<file path="config.mk">
export PLATFORM = sky130hd
export DESIGN_NAME = ssm_monitor
export DESIGN_NICKNAME = d
export VERILOG_FILES = /design/src/rtl/ssm_pkg.sv /design/src/rtl/ssm_monitor.sv
export VERILOG_INCLUDE_DIRS = /design/src /design/src/rtl
export SDC_FILE = /design/constraint.sdc
export NUM_CORES = 1
export LEC_CHECK = 0
export BUFFER_PORTS_ARGS = -buffer_cell sky130_fd_sc_hd__buf_2
export CAP_MARGIN = 10
export CORE_AREA = 2 2 231 233
export CTS_BUF_LIST = sky130_fd_sc_hd__clkbuf_4 sky130_fd_sc_hd__clkbuf_8 sky130_fd_sc_hd__clkbuf_16
export DETAILED_ROUTE_END_ITERATION = 10
export DIE_AREA = 0 0 233 235
export PLACE_DENSITY = 0.45
export SETUP_SLACK_MARGIN = 0.4
export SLEW_MARGIN = 5
export SYNTH_ARGS = -nofsm -noshare
export SYNTH_HDL_FRONTEND = slang
export SYNTH_SLANG_ARGS = --single-unit
</file>
<file path="constraint.sdc">
create_clock -name clk_sys -period 7.1 [get_ports clk_sys]
set_clock_uncertainty 0.1 [all_clocks]
set_input_delay 0.71 -clock clk_sys [delete_from_list [all_inputs] [get_ports clk_sys]]
set_output_delay 0.71 -clock clk_sys [all_outputs]
set_load 0.02 [all_outputs]
</file>
<file path="src/rtl/ssm_defs.svh">
// Purpose: constants of the single step monitor
// Assumes: ahb-lite word registers
// Notes:   offsets are byte addresses
// Functional notes
// - in step mode, halt after the instruction at the stop address
// - in step mode, stop command halts after the current instruction
// - each advance while halted lets exactly one instruction run
// - after each instruction show memory word or accumulator, as selected
// - also show instruction word or its address, as selected
// - controls go to every channel, only one channel is observed
// - halt mode drives the halt control line on either stop condition
// - while halted, memory may be written or read back by hand
// - restart resumes free running or single step, as selected
`ifndef SSM_DEFS_SVH
`define SSM_DEFS_SVH
// ----------------------------------------
// register offsets
// ----------------------------------------
`define SSM_OFF_CTRL      8'h00
`define SSM_OFF_STOP_ADDR 8'h04
`define SSM_OFF_CMD       8'h08
`define SSM_OFF_MEM_ADDR  8'h0c
`define SSM_OFF_MEM_WDATA 8'h10
`define SSM_OFF_MEM_RDATA 8'h14
`define SSM_OFF_DISP_DATA 8'h18
`define SSM_OFF_DISP_INST 8'h1c
`define SSM_OFF_STATUS    8'h20
// ----------------------------------------
// ctrl fields
// ----------------------------------------
`define SSM_CTRL_STEP     0
`define SSM_CTRL_HALT     1
`define SSM_CTRL_ADDRSTOP 2
`define SSM_CTRL_DATASEL  3
`define SSM_CTRL_INSTSEL  4
`define SSM_CTRL_CHAN     5
`define SSM_CTRL_RSTEP    7
`define SSM_CTRL_RESET    8'h00
// ----------------------------------------
// cmd fields
// ----------------------------------------
`define SSM_CMD_STOP      0
`define SSM_CMD_ADVANCE   1
`define SSM_CMD_RELEASE   2
`define SSM_CMD_MEMWR     3
`define SSM_CMD_MEMRD     4
`endif

</file>
<file path="src/rtl/ssm_pkg.sv">
// Purpose: types of the single step monitor
// Assumes: nothing
// Notes:   one-hot states
package ssm_pkg;
  typedef enum logic [3:0] {
    SSM_RUN    = 4'b0001,
    SSM_HALTED = 4'b0010,
    SSM_STEP   = 4'b0100,
    SSM_MEM    = 4'b1000
  } ssm_state_t;
endpackage

</file>
<file path="src/rtl/ssm_monitor.sv">
// Purpose: single step monitor for a triple channel computer
// Assumes: computer signals synchronous to clk_sys
// Notes:   one register file over ahb-lite, zero wait states
//
// The implementer's own choices: the address map and the AHB-Lite slave port.
`timescale 1ns/1ps
`include "ssm_defs.svh"

module ssm_monitor #(
  parameter int CH = 3,
  parameter int AW = 12,
  parameter int DW = 28
) (
  input  wire logic             clk_sys,
  input  wire logic             reset,
  // ahb-lite slave
  input  wire logic             hsel,
  input  wire logic [31:0]      haddr,
  input  wire logic [1:0]       htrans,
  input  wire logic             hwrite,
  input  wire logic [2:0]       hsize,
  input  wire logic [31:0]      hwdata,
  input  wire logic             hready,
  output logic                  hreadyout,
  output logic                  hresp,
  output logic [31:0]           hrdata,
  // computer, observed side
  input  wire logic [CH-1:0]    cpu_instr_done,
  input  wire logic [CH*AW-1:0] cpu_instr_addr,
  input  wire logic [CH*DW-1:0] cpu_instr_word,
  input  wire logic [CH*DW-1:0] cpu_mem_word,
  input  wire logic [CH*DW-1:0] cpu_acc,
  input  wire logic [CH*DW-1:0] cpu_mem_rdata,
  input  wire logic [CH-1:0]    cpu_mem_ack,
  // computer, control side
  output logic [CH-1:0]         step_hold,
  output logic [CH-1:0]         halt_control_line,
  output logic [CH-1:0]         mem_wr,
  output logic [CH-1:0]         mem_rd,
  output logic [AW-1:0]         mem_addr,
  output logic [DW-1:0]         mem_wdata,
  output logic [DW-1:0]         disp_data,
  output logic [DW-1:0]         disp_instr
);

  // ----------------------------------------
  // parameter checks
  // ----------------------------------------
  if (CH < 1 || CH > 4 || AW < 1 || AW > 32 || DW < 1 || DW > 32) begin : g_bad
    $error("ssm_monitor: unsupported parameters");
  end

  // ----------------------------------------
  // state
  // ----------------------------------------
  typedef struct packed {
    ssm_pkg::ssm_state_t st;
    logic [7:0]          ctrl;
    logic [AW-1:0]       stop_addr;
    logic                stop_pend;
    logic                mem_is_wr;
    logic [AW-1:0]       maddr;
    logic [DW-1:0]       mwdata;
    logic [DW-1:0]       mrdata;
    logic [DW-1:0]       ddata;
    logic [DW-1:0]       dinst;
    logic [CH-1:0]       hold;
    logic [CH-1:0]       halt;
    logic [CH-1:0]       wr;
    logic [CH-1:0]       rd;
    logic                aw_pend;
    logic [7:0]          aw_off;
    logic [31:0]         rdata;
  } ssm_regs_t;

  ssm_regs_t s_reg;
  ssm_regs_t s_next;

  // ----------------------------------------
  // observed channel
  // ----------------------------------------
  logic [1:0]    chan;
  logic          obs_done;
  logic          obs_ack;
  logic [AW-1:0] obs_addr;
  logic [DW-1:0] obs_iword;
  logic [DW-1:0] obs_mword;
  logic [DW-1:0] obs_acc;
  logic [DW-1:0] obs_mrd;

  // a channel number beyond the machine falls back to channel 0
  always_comb begin
    chan = s_reg.ctrl[`SSM_CTRL_CHAN +: 2];
    if (32'(chan) >= CH) begin
      chan = 2'h0;
    end
    obs_done  = cpu_instr_done[chan];
    obs_ack   = cpu_mem_ack[chan];
    obs_addr  = cpu_instr_addr[32'(chan)*AW +: AW];
    obs_iword = cpu_instr_word[32'(chan)*DW +: DW];
    obs_mword = cpu_mem_word[32'(chan)*DW +: DW];
    obs_acc   = cpu_acc[32'(chan)*DW +: DW];
    obs_mrd   = cpu_mem_rdata[32'(chan)*DW +: DW];
  end

  // ----------------------------------------
  // bus decode
  // ----------------------------------------
  logic        a_valid;
  logic        a_wr;
  logic        w_now;
  logic [7:0]  w_off;
  logic [31:0] wd;
  logic        c_stop;
  logic        c_adv;
  logic        c_rel;
  logic        c_mwr;
  logic        c_mrd;
  logic        addr_hit;
  logic        stop_now;

  always_comb begin
    a_valid = hsel && hready && htrans[1];
    a_wr    = a_valid && hwrite;
    w_now   = s_reg.aw_pend;
    w_off   = s_reg.aw_off;
    wd      = hwdata;
    c_stop  = w_now && (w_off == `SSM_OFF_CMD) && wd[`SSM_CMD_STOP];
    c_adv   = w_now && (w_off == `SSM_OFF_CMD) && wd[`SSM_CMD_ADVANCE];
    c_rel   = w_now && (w_off == `SSM_OFF_CMD) && wd[`SSM_CMD_RELEASE];
    c_mwr   = w_now && (w_off == `SSM_OFF_CMD) && wd[`SSM_CMD_MEMWR];
    c_mrd   = w_now && (w_off == `SSM_OFF_CMD) && wd[`SSM_CMD_MEMRD];
    // address stop looks at the instruction just finished
    addr_hit = s_reg.ctrl[`SSM_CTRL_ADDRSTOP] && (obs_addr == s_reg.stop_addr);
    stop_now = obs_done && (addr_hit || s_reg.stop_pend || c_stop);
  end

  // ----------------------------------------
  // next state
  // ----------------------------------------
  always_comb begin
    s_next         = s_reg;
    s_next.aw_pend = a_wr;
    s_next.aw_off  = haddr[7:0];
    s_next.wr      = '0;
    s_next.rd      = '0;

    // register writes land in the data phase
    if (w_now) begin
      case (w_off)
        `SSM_OFF_CTRL:      s_next.ctrl      = wd[7:0];
        `SSM_OFF_STOP_ADDR: s_next.stop_addr = wd[AW-1:0];
        `SSM_OFF_MEM_ADDR:  s_next.maddr     = wd[AW-1:0];
        `SSM_OFF_MEM_WDATA: s_next.mwdata    = wd[DW-1:0];
        default: ;
      endcase
    end

    // display follows every instruction of the observed channel
    if (obs_done) begin
      s_next.ddata = s_reg.ctrl[`SSM_CTRL_DATASEL] ? obs_acc : obs_mword;
      s_next.dinst = s_reg.ctrl[`SSM_CTRL_INSTSEL] ?
                     DW'(obs_addr) : obs_iword;
    end

    // stop request clear by the halt wins over its set
    if (c_stop && s_reg.st == ssm_pkg::SSM_RUN) begin
      s_next.stop_pend = 1'b1;
    end

    case (s_reg.st)
      ssm_pkg::SSM_RUN: begin
        if (stop_now) begin
          s_next.st        = ssm_pkg::SSM_HALTED;
          s_next.stop_pend = 1'b0;
        end
      end
      ssm_pkg::SSM_HALTED: begin
        // nothing runs here without an explicit command
        if (c_adv) begin
          s_next.st = ssm_pkg::SSM_STEP;
        end else if (c_rel) begin
          s_next.st = s_reg.ctrl[`SSM_CTRL_RSTEP] ?
                      ssm_pkg::SSM_STEP : ssm_pkg::SSM_RUN;
        end else if (c_mwr || c_mrd) begin
          s_next.st        = ssm_pkg::SSM_MEM;
          s_next.mem_is_wr = c_mwr;
          s_next.wr        = {CH{c_mwr}};
          s_next.rd        = {CH{!c_mwr}};
        end
      end
      ssm_pkg::SSM_STEP: begin
        if (obs_done) begin
          s_next.st        = ssm_pkg::SSM_HALTED;
          s_next.stop_pend = 1'b0;
        end
      end
      ssm_pkg::SSM_MEM: begin
        s_next.wr = {CH{s_reg.mem_is_wr}};
        s_next.rd = {CH{!s_reg.mem_is_wr}};
        if (obs_ack) begin
          s_next.wr = '0;
          s_next.rd = '0;
          s_next.st = ssm_pkg::SSM_HALTED;
          if (!s_reg.mem_is_wr) begin
            s_next.mrdata = obs_mrd;
          end
        end
      end
      default: begin
        s_next.st = ssm_pkg::SSM_RUN;
      end
    endcase

    // hold every channel while stopped; the halt line is the alternative
    if (s_next.st == ssm_pkg::SSM_HALTED || s_next.st == ssm_pkg::SSM_MEM) begin
      s_next.hold = {CH{s_next.ctrl[`SSM_CTRL_STEP] &&
                        !s_next.ctrl[`SSM_CTRL_HALT]}};
      s_next.halt = {CH{s_next.ctrl[`SSM_CTRL_HALT]}};
    end else begin
      s_next.hold = '0;
      s_next.halt = '0;
    end
    // with neither mode chosen a stop still holds, never free runs
    if ((s_next.st == ssm_pkg::SSM_HALTED || s_next.st == ssm_pkg::SSM_MEM) &&
        !s_next.ctrl[`SSM_CTRL_STEP] && !s_next.ctrl[`SSM_CTRL_HALT]) begin
      s_next.hold = {CH{1'b1}};
    end

    // read data is fetched in the address phase, shown in the data phase
    s_next.rdata = 32'h0;
    if (a_valid && !hwrite) begin
      case (haddr[7:0])
        `SSM_OFF_CTRL:      s_next.rdata = 32'(s_reg.ctrl);
        `SSM_OFF_STOP_ADDR: s_next.rdata = 32'(s_reg.stop_addr);
        `SSM_OFF_MEM_ADDR:  s_next.rdata = 32'(s_reg.maddr);
        `SSM_OFF_MEM_WDATA: s_next.rdata = 32'(s_reg.mwdata);
        `SSM_OFF_MEM_RDATA: s_next.rdata = 32'(s_reg.mrdata);
        `SSM_OFF_DISP_DATA: s_next.rdata = 32'(s_reg.ddata);
        `SSM_OFF_DISP_INST: s_next.rdata = 32'(s_reg.dinst);
        `SSM_OFF_STATUS:    s_next.rdata = {28'h0, s_reg.st};
        default:            s_next.rdata = 32'h0;
      endcase
    end
  end

  // ----------------------------------------
  // registers
  // ----------------------------------------
  always_ff @(posedge clk_sys or posedge reset) begin
    if (reset) begin
      s_reg           <= '0;
      s_reg.st        <= ssm_pkg::SSM_RUN;
      s_reg.ctrl      <= `SSM_CTRL_RESET;
    end else begin
      s_reg <= s_next;
    end
  end

  // ----------------------------------------
  // outputs
  // ----------------------------------------
  // zero wait states, so ready is a fixed flop and response is tied to 0
  logic hready_reg;
  always_ff @(posedge clk_sys or posedge reset) begin
    if (reset) begin
      hready_reg <= 1'b1;
    end else begin
      hready_reg <= 1'b1;
    end
  end

  assign hreadyout         = hready_reg;
  assign hresp             = 1'b0 & hready_reg;
  assign hrdata            = s_reg.rdata;
  assign step_hold         = s_reg.hold;
  assign halt_control_line = s_reg.halt;
  assign mem_wr            = s_reg.wr;
  assign mem_rd            = s_reg.rd;
  assign mem_addr          = s_reg.maddr;
  assign mem_wdata         = s_reg.mwdata;
  assign disp_data         = s_reg.ddata;
  assign disp_instr        = s_reg.dinst;

endmodule

</file>
==> out/metrics.yaml <==
grt:
  grt_pass1_wl_mm: 76.8
  grt_pass1_vias: 11900
  gr-total-overflow: 0
  antenna_found_initial: 3
  grt_max_degree: 104
  track_usage: 0.189
die:
  die_area_um2: 54800
  coreArea_um2: 52200
  num_rows: 84
  ios: 594
  die_height_um: 235
  die_x_um: 233
  start_util: 0.248
synth:
  syn_area_um2: 12900
  syn-instance-count: 1363
  async_flop_share: 1.00
  synthTopCellsByCount: "190 x dfrtp_1, 159 x mux2i_1, 152 x buf_4, 135 x o21ai_0, 103 x nand2_1"
  ys.flop_type: "dfrtp_1"
  yosysWarnings: 0
  ys_ff_latch: 191
  synth_top_area_cell: "dfrtp_1"
  avgSynthCellArea_um2: 9.50
  seq_area_frac_synth: 0.369
  synth.distinct_cells: 54
  netlist_top_cells_area: "dfrtp_1 37%, mux2i_1 12%, buf_4 8.8%"
  synth.most_common_cell: "dfrtp_1"
  synth_edf_count: 0
  post-synth-top-area-fraction: 0.367
pwr:
  p_sw_frac: 0.291
  p_comb_frac: 0.159
  leakagePower_nw: 7.51
  ir_drop_uv: 138
  p_total_mw: 2.71
  p_sw_uw: 788
  p_clk_frac: 0.402
  seq_power_share: 0.439
  internal-power_mw: 1.92
  p_per_area_nw_per_um2: 171
clock_tree:
  h-tree-depth: 4
  root_buffer: "clkbuf_16"
  ctsHoldBuffers: 0
  cts_tree: "built"
  clkTransAtPathRegs_ns: 0.08
  cts_num_sinks: 191
  cts_buffers: 17
  post_cts_resized: 0
  clockBufferDepth: 2
  cts_setup_buffers: 0
  insertion_delay_ns: 0.47
setup_path:
  required_ns: 7.36
  path_max_fanout: 58
  crit_top_cell: "o21ai_0"
  crit_chain: "buf_4 > inv_1 > o221ai_1 > o21ai_0 > o21ai_0 > o211ai_1 > o21a_1"
  slowest_delay_ns: 0.93
  arrival_ns: 3.84
  crit_family: "buffers and inverters"
  crit_slowest_cell: "dfrtp_4"
  crit_type: "register to register"
  crit_buf_inv: 2
  cp-end-kind: "register"
  crit_path_start_kind: "register"
cells_and_area:
  stdcell_count: 2408
  largest_reg_flops: 53
  nets: 2158
  design_area_um2: 15900
  area_growth_pct: 22.6
  layout-drive-gt1-share: 0.411
  post-route-util: 0.304
timing:
  fmax_ghz: 0.279
  max-slew-margin-rel: 0.214
  fin_crit_sh: 0.504
  finalHoldViolCount: 0
  setup_viol: 0
  fin_tns_setup_ns: 0
  rsz0062_at_grt: "false"
  tightest_slew_ns: 1.18
  holdWs_ns: 0.237
  min_period_ns: 3.58
  drv_slew: 0
  worst_slack_ns: 3.52
route:
  drt_wl_total_mm: 52.6
  detail_route.first_pass.iterations: 5
  first_iter_violations: 680
  via_count: 11800
  drcViolationCount: 0
  routedWlPerCell_um: 21.8
  antenna_left: 0
  viasPerCell: 4.89
place:
  io_buffers: 555
  pre_cts_ws_ns: 3.37
  place_inst: 2374
  dpl-instance-area_um2: 15200
  routabilityCongestion: 0.876
  place_hpwl_mm: 41.4
min_path:
  hold_path.class: "input pin to async pin"
outcome:
  status: "complete, no violations"
job:
  cap_violations: 0
-- logic make-up (layout without fill, tap and decap cells) --
group,after synthesis,after routing,synth area share
compound gates,427,427,0.217
buf+inv,283,635,0.130
mux,245,245,0.198
simple gates,203,203,0.0770
flops,191,191,0.369
xor+xnor,12,12,0.00812
other cells,2,7,0.000580
-- cell type report --
cell class | count | area (um2)
inverter | 32 | 128
tap | 688 | 861
sequential | 191 | 4790
multi-input combinational | 893 | 6540
clock inverter | 15 | 223
timing repair buffer | 571 | 2910
clock buffer | 17 | 425
antenna | 1 | 2.50
fill | 5558 | 36400
-- final timing paths --
check / from / endpoint / slack, ns / cells after the start
worst min register to register: s_reg[123]$_DFFE_PP0P_ / s_reg[123]$_DFFE_PP0P_ / 0.39 / 2
worst max-delay path: s_reg[197]$_DFFE_PP0P_ / disp_data[24]$_DFFE_PP0P_ / 3.52 / 7
min in group clk_sys: haddr[1] / w_off[1]$_DFF_PP0_ / 0.27 / 1
max in group asynchronous: reset / s_reg[196]$_DFFE_PP0P_ / 5.29 / 3
worst max register to register: s_reg[197]$_DFFE_PP0P_ / disp_data[24]$_DFFE_PP0P_ / 3.52 / 7
worst min-delay path: reset / disp_instr[8]$_DFFE_PP0P_ / 0.24 / 2
-- power groups by stage --
stage	Clock, mW	Sequential (mW)	Combinational (mW)
finish	1.09	1.19	0.431
global route	1.16	1.20	0.474
CTS	1.12	1.19	0.440
detailed placement	0	1.22	0.439
global placement	0	1.21	0.435
floorplan	0	1.18	0.274
-- routing by layer --
metal | global-route usage | vias to the layer above | wire length, um
met1 | 0.232 | 5813 | 22000
met3 | 0.0388 | 38 | 2720
met4 | 0.0481 | 2 | 923
li1 | - | 5570 | -
met2 | 0.334 | 355 | 26900
met5 | 0 | - | 7
-- layout by cell type, fill, tap and decap left out, types with 12 or more instances in the layout --
cell type,count
xnor2_1,12
o221ai_1,28
a211oi_1,42
nor2b_1,30
nor2_1,19
dfrtp_1,187
inv_1,31
a22oi_1,15
o211ai_1,28
clkbuf_16,17
o21a_1,29
a2111oi_0,17
buf_2,555
a21oi_1,68
a21o_1,17
a222oi_1,25
nand2_1,103
mux2i_1,158
o21ai_0,135
buf_4,15
mux2_2,86
Power figures use the tool's default switching activity.
